==> src/verilog/fdc_pkg.sv <==
// Package: constants, register map and bus carriers of the duty path
package fdc_pkg;
  localparam int          CLK_HZ        = 40_000_000;
  localparam int          UPD_PERIOD_MS = 10;
  localparam int          UPD_CYCLES    = CLK_HZ / 1000 * UPD_PERIOD_MS;
  localparam int          AUX_LOW_US    = 100;
  localparam int          AUX_LOW_CYC   = CLK_HZ / 1_000_000 * AUX_LOW_US;
  localparam logic [11:0] CENTER        = 12'h800;
  localparam logic [11:0] SCALED_MAX    = 12'hfff;
  localparam logic [9:0]  DUTY_FULL     = 10'h258;
  localparam logic [4:0]  DIV_STEPS     = 5'h18;
  // Register byte offsets
  localparam logic [7:0] A_CTRL   = 8'h00;
  localparam logic [7:0] A_TARGET = 8'h04;
  localparam logic [7:0] A_FB_MIN = 8'h08;
  localparam logic [7:0] A_FB_MAX = 8'h0c;
  localparam logic [7:0] A_PROP   = 8'h10;
  localparam logic [7:0] A_MAXDUT = 8'h14;
  localparam logic [7:0] A_MAXACC = 8'h18;
  localparam logic [7:0] A_IRQSTS = 8'h1c;
  localparam logic [7:0] A_IRQMSK = 8'h20;
  localparam logic [7:0] A_RAW    = 8'h24;
  localparam logic [7:0] A_SCALED = 8'h28;
  localparam logic [7:0] A_ERROR  = 8'h2c;
  localparam logic [7:0] A_DCT    = 8'h30;
  localparam logic [7:0] A_DUTY   = 8'h34;
  // CTRL field positions
  localparam int C_FB_EN   = 0;
  localparam int C_FB_INV  = 1;
  localparam int C_MOT_INV = 2;
  localparam int C_DET_EN  = 3;
  // Interrupt bits
  localparam int I_UPDATE = 0;
  localparam int I_RANGE  = 1;
  // Reset values and AXI response codes
  localparam logic [3:0]  RST_CTRL   = 4'h0;
  localparam logic [11:0] RST_TARGET = 12'h800;
  localparam logic [11:0] RST_FB_MIN = 12'h000;
  localparam logic [11:0] RST_FB_MAX = 12'hfff;
  localparam logic [7:0]  RST_PROP   = 8'h00;
  localparam logic [9:0]  RST_MAXDUT = 10'h258;
  localparam logic [9:0]  RST_MAXACC = 10'h258;
  localparam logic [1:0]  RESP_OKAY  = 2'h0;
  localparam logic [1:0]  RESP_SLVERR = 2'h2;

  typedef struct packed {
    logic        awvalid;
    logic [7:0]  awaddr;
    logic        wvalid;
    logic [31:0] wdata;
    logic [3:0]  wstrb;
    logic        bready;
    logic        arvalid;
    logic [7:0]  araddr;
    logic        rready;
  } fdc_axi_req_t;

  typedef struct packed {
    logic        awready;
    logic        wready;
    logic        bvalid;
    logic [1:0]  bresp;
    logic        arready;
    logic        rvalid;
    logic [31:0] rdata;
    logic [1:0]  rresp;
  } fdc_axi_rsp_t;

  typedef enum logic [1:0] {ST_IDLE, ST_DIV, ST_CALC, ST_LIMIT} fdc_st_t;
endpackage

==> src/verilog/fdc_duty_path.sv <==
// Feedback scaling, proportional term and duty limiting with AXI4-Lite regs
//
// Chosen here: the placing of the registers and register access over AXI4-Lite.
`timescale 1ns/100ps
module fdc_duty_path
  import fdc_pkg::*;
#(
  parameter int UPD_CYC = UPD_CYCLES
) (
  input  wire logic         aclk,
  input  wire logic         aresetn,
  input  wire fdc_axi_req_t axi_req,
  output fdc_axi_rsp_t      axi_rsp,
  input  wire logic [11:0]  analog_feedback_input,
  output logic [9:0]        motor_duty_mag,
  output logic              motor_dir,
  output logic              aux_power,
  output logic              irq
);

  typedef struct packed {
    fdc_st_t      st;
    logic [19:0]  cnt;
    logic [11:0]  sy1;
    logic [11:0]  sy2;
    logic [11:0]  sy3;
    logic [11:0]  fb_st;
    logic [4:0]   divn;
    logic [23:0]  num;
    logic [12:0]  rem;
    logic [23:0]  quo;
    logic         fb_hi;
    logic         fb_lo;
    logic [11:0]  w_raw;
    logic [11:0]  w_sc;
    logic [12:0]  w_err;
    logic [21:0]  w_dct;
    logic [3:0]   ctrl;
    logic [11:0]  target;
    logic [11:0]  fb_min;
    logic [11:0]  fb_max;
    logic [7:0]   prop;
    logic [9:0]   max_duty;
    logic [9:0]   max_acc;
    logic [1:0]   ists;
    logic [1:0]   imsk;
    logic [11:0]  raw;
    logic [11:0]  scaled;
    logic [12:0]  err;
    logic [21:0]  dct;
    logic [10:0]  duty;
    logic [9:0]   mag;
    logic         dir;
    logic         aux;
    logic         irq;
    logic         aw_h;
    logic [7:0]   awa;
    logic         w_h;
    logic [31:0]  wd;
    logic [3:0]   ws;
    fdc_axi_rsp_t rsp;
  } fdc_state_t;

  fdc_state_t q;
  fdc_state_t d;

  // Byte-lane merge for narrow registers
  function automatic logic [31:0] merge(input logic [31:0] old,
                                        input logic [31:0] nw,
                                        input logic [3:0]  strb);
    logic [31:0] r;
    r = old;
    for (int i = 0; i < 4; i++) begin
      if (strb[i]) begin
        r[8*i +: 8] = nw[8*i +: 8];
      end
    end
    return r;
  endfunction

  assign axi_rsp        = q.rsp;
  assign motor_duty_mag = q.mag;
  assign motor_dir      = q.dir;
  assign aux_power      = q.aux;
  assign irq            = q.irq;

  // Next state of the whole block
  always_comb begin
    logic               tick;
    logic [11:0]        diff;
    logic [12:0]        rem2;
    logic [11:0]        base;
    logic [11:0]        sc;
    logic signed [21:0] e22;
    logic signed [21:0] p22;
    logic signed [21:0] lim;
    logic signed [21:0] cur;
    logic signed [21:0] step;
    logic [31:0]        wv;
    logic [31:0]        rv;
    logic               rok;
    logic               wok;
    logic [1:0]         ev;
    tick = 1'b0;
    diff = 12'h000;
    rem2 = 13'h0000;
    base = 12'h000;
    sc   = 12'h000;
    e22  = 22'sh0;
    p22  = 22'sh0;
    lim  = 22'sh0;
    cur  = 22'sh0;
    step = 22'sh0;
    wv   = 32'h0;
    rv   = 32'h0;
    rok  = 1'b1;
    wok  = 1'b1;
    ev   = 2'h0;
    d    = q;

    // Feedback pin bus into a two-stage synchroniser
    d.sy1 = analog_feedback_input;
    d.sy2 = q.sy1;
    // Code bits may cross on different edges; keep a code only once it
    // stood for two cycles, so a torn word never reaches the math
    d.sy3 = q.sy2;
    if (q.sy2 == q.sy3) begin
      d.fb_st = q.sy2;
    end

    // Update period counter
    if (q.cnt == 20'(UPD_CYC - 1)) begin
      d.cnt = 20'h0;
      tick  = 1'b1;
    end else begin
      d.cnt = q.cnt + 20'h1;
    end

    // Aux power pulled low right after each tick, clear of the sample
    d.aux = !(q.ctrl[C_DET_EN] && q.cnt < 20'(AUX_LOW_CYC));

    // Update sequence: sample, divide, compute, limit
    unique case (q.st)
      ST_IDLE: begin
        if (tick) begin
          d.w_raw = q.fb_st;
          d.fb_hi = (q.fb_st > q.fb_max) ||
                    (q.fb_max <= q.fb_min && q.fb_st >= q.fb_max);
          d.fb_lo = q.fb_st < q.fb_min;
          diff    = q.fb_st - q.fb_min;
          // Times 4095 as shift minus one copy
          d.num   = {diff, 12'h000} - {12'h000, diff};
          d.rem   = 13'h0000;
          d.quo   = 24'h0;
          d.divn  = 5'h0;
          d.st    = ST_DIV;
          if (!q.ctrl[C_FB_EN] || d.fb_hi || d.fb_lo) begin
            d.st = ST_CALC;
          end
        end
      end
      ST_DIV: begin
        // One quotient bit a cycle keeps the divider small
        rem2  = {q.rem[11:0], q.num[23]};
        d.num = {q.num[22:0], 1'b0};
        if (rem2 >= {1'b0, q.fb_max - q.fb_min}) begin
          d.rem = rem2 - {1'b0, q.fb_max - q.fb_min};
          d.quo = {q.quo[22:0], 1'b1};
        end else begin
          d.rem = rem2;
          d.quo = {q.quo[22:0], 1'b0};
        end
        d.divn = q.divn + 5'h1;
        if (q.divn == DIV_STEPS - 5'h1) begin
          d.st = ST_CALC;
        end
      end
      ST_CALC: begin
        if (q.fb_hi) begin
          base = SCALED_MAX;
        end else if (q.fb_lo) begin
          base = 12'h000;
        end else begin
          base = q.quo[11:0];
        end
        sc = q.ctrl[C_FB_INV] ? ~base : base;
        if (q.ctrl[C_FB_EN]) begin
          d.w_sc  = sc;
          // Raw value never enters the error
          d.w_err = {1'b0, sc} - {1'b0, q.target};
          e22     = 22'(signed'(d.w_err));
          p22     = $signed({14'h0, q.prop});
          d.w_dct = -(e22 * p22);
        end else begin
          d.w_err = 13'h0000;
          d.w_dct = 22'({10'h0, q.target} - {10'h0, CENTER});
        end
        d.st = ST_LIMIT;
      end
      ST_LIMIT: begin
        // Max duty clamp, then acceleration step limit
        lim = $signed(q.w_dct);
        if (lim > $signed({12'h0, q.max_duty})) begin
          lim = $signed({12'h0, q.max_duty});
        end else if (lim < -$signed({12'h0, q.max_duty})) begin
          lim = -$signed({12'h0, q.max_duty});
        end
        cur  = 22'(signed'(q.duty));
        step = $signed({12'h0, q.max_acc});
        if (lim - cur > step) begin
          lim = cur + step;
        end else if (cur - lim > step) begin
          lim = cur - step;
        end
        // Publish every stage at once so software sees one snapshot
        d.raw    = q.w_raw;
        d.scaled = q.w_sc;
        d.err    = q.w_err;
        d.dct    = q.w_dct;
        d.duty   = lim[10:0];
        d.mag    = lim[21] ? 10'(-lim) : lim[9:0];
        d.dir    = lim[21] ^ q.ctrl[C_MOT_INV];
        ev[I_UPDATE] = 1'b1;
        ev[I_RANGE]  = q.ctrl[C_FB_EN] && (q.fb_hi || q.fb_lo);
        d.st = ST_IDLE;
      end
    endcase

    // Write address and data taken independently
    d.rsp.awready = 1'b0;
    d.rsp.wready  = 1'b0;
    if (!q.aw_h && q.rsp.awready && axi_req.awvalid) begin
      d.aw_h = 1'b1;
      d.awa  = axi_req.awaddr;
    end
    if (!q.w_h && q.rsp.wready && axi_req.wvalid) begin
      d.w_h = 1'b1;
      d.wd  = axi_req.wdata;
      d.ws  = axi_req.wstrb;
    end
    if (q.rsp.bvalid && axi_req.bready) begin
      d.rsp.bvalid = 1'b0;
    end
    if (q.aw_h && q.w_h && !q.rsp.bvalid) begin
      d.aw_h = 1'b0;
      d.w_h  = 1'b0;
      // Misaligned address falls to the refused default, no register hit
      unique case ((q.awa[1:0] == 2'h0) ? q.awa[7:2] : 6'h3f)
        A_CTRL[7:2]: begin
          wv     = merge({28'h0, q.ctrl}, q.wd, q.ws);
          d.ctrl = wv[3:0];
        end
        A_TARGET[7:2]: begin
          wv       = merge({20'h0, q.target}, q.wd, q.ws);
          d.target = wv[11:0];
        end
        A_FB_MIN[7:2]: begin
          wv       = merge({20'h0, q.fb_min}, q.wd, q.ws);
          d.fb_min = wv[11:0];
        end
        A_FB_MAX[7:2]: begin
          wv       = merge({20'h0, q.fb_max}, q.wd, q.ws);
          d.fb_max = wv[11:0];
        end
        A_PROP[7:2]: begin
          wv     = merge({24'h0, q.prop}, q.wd, q.ws);
          d.prop = wv[7:0];
        end
        A_MAXDUT[7:2]: begin
          wv = merge({22'h0, q.max_duty}, q.wd, q.ws);
          // Never beyond full scale
          d.max_duty = (wv[9:0] > DUTY_FULL) ? DUTY_FULL : wv[9:0];
        end
        A_MAXACC[7:2]: begin
          wv        = merge({22'h0, q.max_acc}, q.wd, q.ws);
          d.max_acc = wv[9:0];
        end
        A_IRQSTS[7:2]: begin
          wv     = merge(32'h0, q.wd, q.ws);
          d.ists = q.ists & ~wv[1:0];
        end
        A_IRQMSK[7:2]: begin
          wv     = merge({30'h0, q.imsk}, q.wd, q.ws);
          d.imsk = wv[1:0];
        end
        A_RAW[7:2], A_SCALED[7:2], A_ERROR[7:2],
        A_DCT[7:2], A_DUTY[7:2]: begin
          wok = 1'b1;
        end
        default: wok = 1'b0;
      endcase
      d.rsp.bvalid = 1'b1;
      d.rsp.bresp  = (wok && q.awa[1:0] == 2'h0) ? RESP_OKAY
                                                  : RESP_SLVERR;
    end
    d.rsp.awready = !d.aw_h && !(q.rsp.awready && axi_req.awvalid);
    d.rsp.wready  = !d.w_h && !(q.rsp.wready && axi_req.wvalid);

    // Event set wins over a same-cycle clear
    d.ists = d.ists | ev;
    d.irq  = |(d.ists & d.imsk);

    // Read channel: answer one cycle after the address is taken
    if (q.rsp.rvalid && axi_req.rready) begin
      d.rsp.rvalid = 1'b0;
    end
    if (q.rsp.arready && axi_req.arvalid) begin
      // Misaligned read answers zero data with the error code
      unique case ((axi_req.araddr[1:0] == 2'h0) ? axi_req.araddr[7:2]
                                                  : 6'h3f)
        A_CTRL[7:2]:   rv = {28'h0, q.ctrl};
        A_TARGET[7:2]: rv = {20'h0, q.target};
        A_FB_MIN[7:2]: rv = {20'h0, q.fb_min};
        A_FB_MAX[7:2]: rv = {20'h0, q.fb_max};
        A_PROP[7:2]:   rv = {24'h0, q.prop};
        A_MAXDUT[7:2]: rv = {22'h0, q.max_duty};
        A_MAXACC[7:2]: rv = {22'h0, q.max_acc};
        A_IRQSTS[7:2]: rv = {30'h0, q.ists};
        A_IRQMSK[7:2]: rv = {30'h0, q.imsk};
        A_RAW[7:2]:    rv = {20'h0, q.raw};
        A_SCALED[7:2]: rv = {20'h0, q.scaled};
        A_ERROR[7:2]:  rv = {{19{q.err[12]}}, q.err};
        A_DCT[7:2]:    rv = {{10{q.dct[21]}}, q.dct};
        A_DUTY[7:2]:   rv = {{21{q.duty[10]}}, q.duty};
        default:       rok = 1'b0;
      endcase
      d.rsp.rvalid = 1'b1;
      d.rsp.rdata  = rv;
      d.rsp.rresp  = (rok && axi_req.araddr[1:0] == 2'h0) ? RESP_OKAY
                                                           : RESP_SLVERR;
    end
    d.rsp.arready = !d.rsp.rvalid && !(q.rsp.arready && axi_req.arvalid);
  end

  // State register; reset gives stopped motor and open loop
  always_ff @(posedge aclk) begin
    if (!aresetn) begin
      q          <= '0;
      q.st       <= ST_IDLE;
      q.ctrl     <= RST_CTRL;
      q.target   <= RST_TARGET;
      q.fb_min   <= RST_FB_MIN;
      q.fb_max   <= RST_FB_MAX;
      q.prop     <= RST_PROP;
      q.max_duty <= RST_MAXDUT;
      q.max_acc  <= RST_MAXACC;
      q.aux      <= 1'b1;
    end else begin
      q <= d;
    end
  end

endmodule

==> config.mk <==
export PLATFORM = sky130hd
export DESIGN_NAME = fdc_duty_path
export DESIGN_NICKNAME = d
export VERILOG_FILES = /design/src/verilog/fdc_pkg.sv /design/src/verilog/fdc_duty_path.sv
export SDC_FILE = /design/constraint.sdc
export NUM_CORES = 1
export LEC_CHECK = 0
export ABC_AREA = 1
export BUFFER_PORTS_ARGS = -buffer_cell sky130_fd_sc_hd__buf_2
export CORE_UTILIZATION = 35
export CTS_BUF_LIST = sky130_fd_sc_hd__clkbuf_16
export CTS_CLUSTER_DIAMETER = 80
export DETAILED_ROUTE_END_ITERATION = 16
export SETUP_SLACK_MARGIN = 0.3
export SYNTH_ARGS = -nofsm -noshare
export SYNTH_HDL_FRONTEND = slang
export SYNTH_SLANG_ARGS = --single-unit
export TNS_END_PERCENT = 20
==> constraint.sdc <==
create_clock -name aclk -period 14.18 [get_ports aclk]
set_input_delay 0.709 -clock aclk [delete_from_list [all_inputs] [get_ports aclk]]
set_output_delay 0.709 -clock aclk [all_outputs]
set_load 0.02 [all_outputs]
### Word level (Yosys, flattened, before mapping)

Cells that the tools add are included.
W data, S select, Z words.

* register bits: 437
* word-level logic and storage cells: 231

* $add $sub $neg: 15
* multiply operators: 1
* order comparisons: 11
* equality and inequality tests: 34
* multiplexer cells: 52
* bitwise logic cells: 7
* reductions and logical operators: 60

Operators with widths (count)
* $pmux W32 S14: 1
* $mux W22: 6
* $pmux W66 S2: 1
* $mux W80: 1
* $mux W37: 2
* $eq A6 B4 Y1 const B: 12
* $mux W35: 2
* $gt A22 B11 Y1: 3
* $eq A6 B3 Y1 const B: 8
* $mux W12: 4
* $mux W2: 15
* $reduce_and A3 Y1: 10
* $reduce_or A14 Y1: 2
* $eq A6 B2 Y1 const B: 4
* $mux W8: 3
* $sub A12 B12 Y12: 2
* $sub A24 B12 Y24: 1
* $lt A22 B22 Y1: 1
* $mul A13 B9 Y22: 1
* $neg A10 Y22: 1
* $neg A22 Y22: 1
* $sub A11 B22 Y22: 1
* $sub A22 B11 Y22: 1
* $add A20 B1 Y20 const B: 1
* 42 further kinds: 96

### Longest topological paths before layout

* word-level depth: 12
* depth in mapped cells: 54

### Worst setup path after synthesis

No wires, ideal clock.

* path type: reg2reg
* start: reg q[239] (netlist name)
* end: reg q[263] (netlist name)
* library setup time: 0.074 ns
* arrival: 7.849 ns
* data required time: 14.106 ns
* path slack: 6.257 ns
* stages on the path, launching flop included: 49
* period minus slack after synthesis: 7.923 ns
* cell sequence: dfxtp_1 -> buf_1 -> xor2_1 -> ha_1 -> nand3b_1 -> and2_1 -> or2_2 -> nand2_1 -> a21oi_1 -> or2_2 -> nand2_1 -> a21oi_1 -> or2_2 -> nand2_1 -> a21oi_1 -> or2_2 -> nand2_1 -> a21oi_1 -> [13 not listed] -> o21bai_1 -> nand2_1 -> inv_1 -> nor2_1 -> inv_1 -> a21oi_1 -> o21ai_0 -> inv_1 -> nor2_1 -> nor2_1 -> o21bai_1 -> nand2_1 -> inv_1 -> o21ai_0 -> nand2_1 -> o21ai_0 -> a21o_1 -> a31oi_1

* longest elaborated chain between the ends: 5

RTL lines
* from (decl): RTL line fdc_duty_path.sv:64 `fdc_state_t q;`
* $mux W12: RTL line fdc_duty_path.sv:186 `sc = q.ctrl[C_FB_INV] ? ~base : base;`
* $sub A12 B12 Y13: RTL line fdc_duty_path.sv:190 `d.w_err = {1'b0, sc} - {1'b0, q.target};`
* $mul A13 B9 Y22: RTL line fdc_duty_path.sv:193 `d.w_dct = -(e22 * p22);`
* $neg A22 Y22: RTL line fdc_duty_path.sv:193
* $mux W35: RTL line fdc_duty_path.sv:187 `if (q.ctrl[C_FB_EN]) begin`

No other way between the ends.
A chain may end at the register's enable or synchronous reset.

### Final worst setup path

Ends and elaborated chain as after synthesis.

==> flow_summary.json <==
{
  "io_buffers": 100,
  "path_clk_slew_ns": 0.06,
  "grt_pass1_wl_mm": 136,
  "drc_errors": 0,
  "cts_made_buffers": 49,
  "cts.sinks": 391,
  "syn_inst": 3879,
  "top_layer_used": "met5",
  "gr-total-overflow": 0,
  "ys_ff_latch": 391,
  "synth_area_um2": 27800,
  "cts_setup_buffers": 0,
  "area_growth_pct": 9.62,
  "dr.first_iter.drc_count": 2091,
  "holdPathEnd": "d[396]$_SDFF_PN0_",
  "rr_endpoint": "q[263]$_SDFFE_PN0P_",
  "reg2reg_slack_ns": 5.16,
  "critPathLaunchType": "register",
  "crit_required_ns": 14.62,
  "crit_arrival_ns": 9.46,
  "hold_viol": 0,
  "drt_first_pass_iters": 6,
  "cp_slowest_cell": "dfxtp_1",
  "tightest_slew_ns": 1.09,
  "htreeDepth": 2,
  "avgSynthCellArea_um2": 7.16,
  "drive_gt1_frac": 0.0726,
  "p_sw_uw": 715,
  "cap_violations": 0,
  "ioPinCount": 125,
  "crit_type": "reg2reg",
  "yosys.area.top_type": "dfxtp_1",
  "antenna_left": 0,
  "synth-edff-count": 0,
  "crit_top_cell": "inv_1",
  "netSwitchingFraction": 0.271,
  "drt_wl_total_mm": 87.1,
  "rsz0062_at_grt": "no",
  "clock_path_buffers": 3,
  "fmax_mhz": 111,
  "met2_length_mm": 39.1,
  "comb_power_share": 0.095,
  "path_max_fanout": 12,
  "wl_per_cell_um": 17.6,
  "crit-reg2reg-launch": "q[239]$_SDFFE_PN0P_",
  "num_antenna_cells": 0,
  "irDropWorstVdd_mv": 0.0956,
  "async_reset_ff_frac": 0,
  "skew_ns": 0.0462,
  "holdWs_ns": 0.270,
  "cts_tree": "yes",
  "wl_met3_mm": 5.16,
  "multiInputGateArea_um2": 16700,
  "p_leak_nw": 14.3,
  "outcome": "complete, no violations",
  "r2r_cells": 48,
  "finalPower_mw": 2.64,
  "coreArea_um2": 78000,
  "finalCritPeriodShare": 0.636,
  "slew_violations": 0,
  "antenna_found_initial": 1,
  "hpwl_mm": 67.3,
  "hold_class": "in2reg",
  "hold_buffers": 0,
  "routed_via_density": 5.13,
  "synth_cell_types": 69,
  "slew_headroom": 0.267,
  "fp.dieW_um": 284,
  "cpLargestDelayFamily": "adder cells",
  "finalSetupTns_ns": 0,
  "cp-end-kind": "register",
  "yosysWarnings": 0,
  "place.gp.congestion": 0.969,
  "grt_max_degree": 92,
  "final.min_clock_period_ns": 9.02,
  "pwr-share-clk": 0.477,
  "yosysSeqAreaShare": 0.282,
  "synthFlopType": "dfxtp_1",
  "die_h_um": 284,
  "core.rowCount": 102,
  "nFillCells": 8219,
  "post_cts_resized": 0,
  "root_buffer": "clkbuf_16",
  "synth_top_area_frac": 0.282,
  "seq_area_um2": 7830,
  "via_count": 25300,
  "clk_latency_ns": 0.62,
  "final-setup-viol-count": 0,
  "seqPwrFrac": 0.428,
  "wl_met1_mm": 40.4,
  "hp-start": "analog_feedback_input[3]",
  "intPower_mw": 1.92,
  "synth_area_leaders": "dfxtp_1 28%, ha_1 11%, inv_1 8.3%",
  "critPathBufInv": 10,
  "grt_pass1_vias": 23900,
  "die_area_um2": 80500,
  "power.density_nw_per_um2": 86.7,
  "start_util": 0.356,
  "finalNetCount": 4269,
  "critPathMaxStageDelay_ns": 0.74,
  "whs_path_depth": 3,
  "grt.total_usage": 0.214
}
-- cells in the mapped netlist (all sizes together) (36+ instances only) --
cell type / number
buf: 62
xor2: 78
inv: 627
nor2: 346
a21oi: 439
nand3: 137
ha: 241
dfxtp: 391
o21ai: 367
fa: 95
o211ai: 42
clkbuf: 126
nand2: 633
nor3: 36
-- how the worst max path moves through the flow --
stage / cells past startpoint / start / to
5_1_grt: 48 / q[239]$_SDFFE_PN0P_ / q[263]$_SDFFE_PN0P_
3_3_place_gp: 48 / q[239]$_SDFFE_PN0P_ / q[263]$_SDFFE_PN0P_
6_report: 48 / q[239]$_SDFFE_PN0P_ / q[263]$_SDFFE_PN0P_
4_1_cts: 48 / q[239]$_SDFFE_PN0P_ / q[263]$_SDFFE_PN0P_
3_5_place_dp: 48 / q[239]$_SDFFE_PN0P_ / q[263]$_SDFFE_PN0P_
2_1_floorplan: 48 / q[239]$_SDFFE_PN0P_ / q[263]$_SDFFE_PN0P_
-- cell type report --
| type | instances | share of cell area |
|---|---|---|
| flip-flops and latches | 391 | 0.257 |
| clock buffers | 50 | 0.0411 |
| inverters | 633 | 0.0782 |
| repair buffers | 119 | 0.0213 |
| multi-input cells | 2668 | 0.547 |
| clock inverters | 39 | 0.0121 |
| well taps | 1040 | 0.0427 |
-- flip-flops by register name, indices dropped and copies added, names as in the netlist --
| register | count |
|---|---|
| motor_duty_mag | 9 |
| motor_dir | 1 |
| d | 24 |
| q | 326 |
| axi_rsp | 29 |
| irq | 1 |
| aux_power | 1 |
-- layout by cell type, fill, tap and decap left out, types with 20 or more instances in the layout --
cell type	count
inv_1	621
clkbuf_16	50
nand4_1	27
dfxtp_1	391
nor3_1	35
nor2_1	334
ha_1	240
a31oi_1	25
nand3_1	124
o211ai_1	42
nand2_1	609
buf_2	99
o21ai_0	360
fa_1	95
a21oi_1	435
o22ai_1	28
xnor2_1	20
o21bai_1	21
xor2_1	77
-- metrics by stage --
step / instances / area, µm² / worst slack (ns) / util
after global routing: 4940 / 30400 / 4.38 / 0.390
after global placement: 4851 / 28800 / 5.29 / 0.370
after CTS: 4940 / 30400 / 5.22 / 0.390
final: 4940 / 30400 / 5.16 / 0.390
after detailed placement: 4851 / 28800 / 5.30 / 0.370
after floorplan: 3880 / 27800 / 6.26 / -
-- power groups by stage --
stage | combinational [mW] | clock [mW] | sequential (mW)
after floorplan | 0.189 | 0 | 1.15
after CTS | 0.250 | 1.29 | 1.13
after global placement | 0.246 | 0 | 1.15
final | 0.251 | 1.26 | 1.13
after global routing | 0.282 | 1.33 | 1.13
after detailed placement | 0.249 | 0 | 1.15
-- logic make-up after synthesis --
kind of cell,synth area share
simple gates,0.189
compound gates,0.201
buf+inv,0.119
flops,0.282
fa+ha+maj,0.177
xor+xnor,0.0322
other cells,0.000135
-- layer usage --
metal,track usage,vias up
li1,-,12600
met4,0.0627,2
met2,0.348,665
met1,0.294,11900
met5,0,-
met3,0.0276,134
-- tightest hold or removal path, stage by stage --
cell and delay [ns]:
buf_2 0.08, nand2_1 0.04, inv_1 0.04
Power figures use the tool's default switching activity.
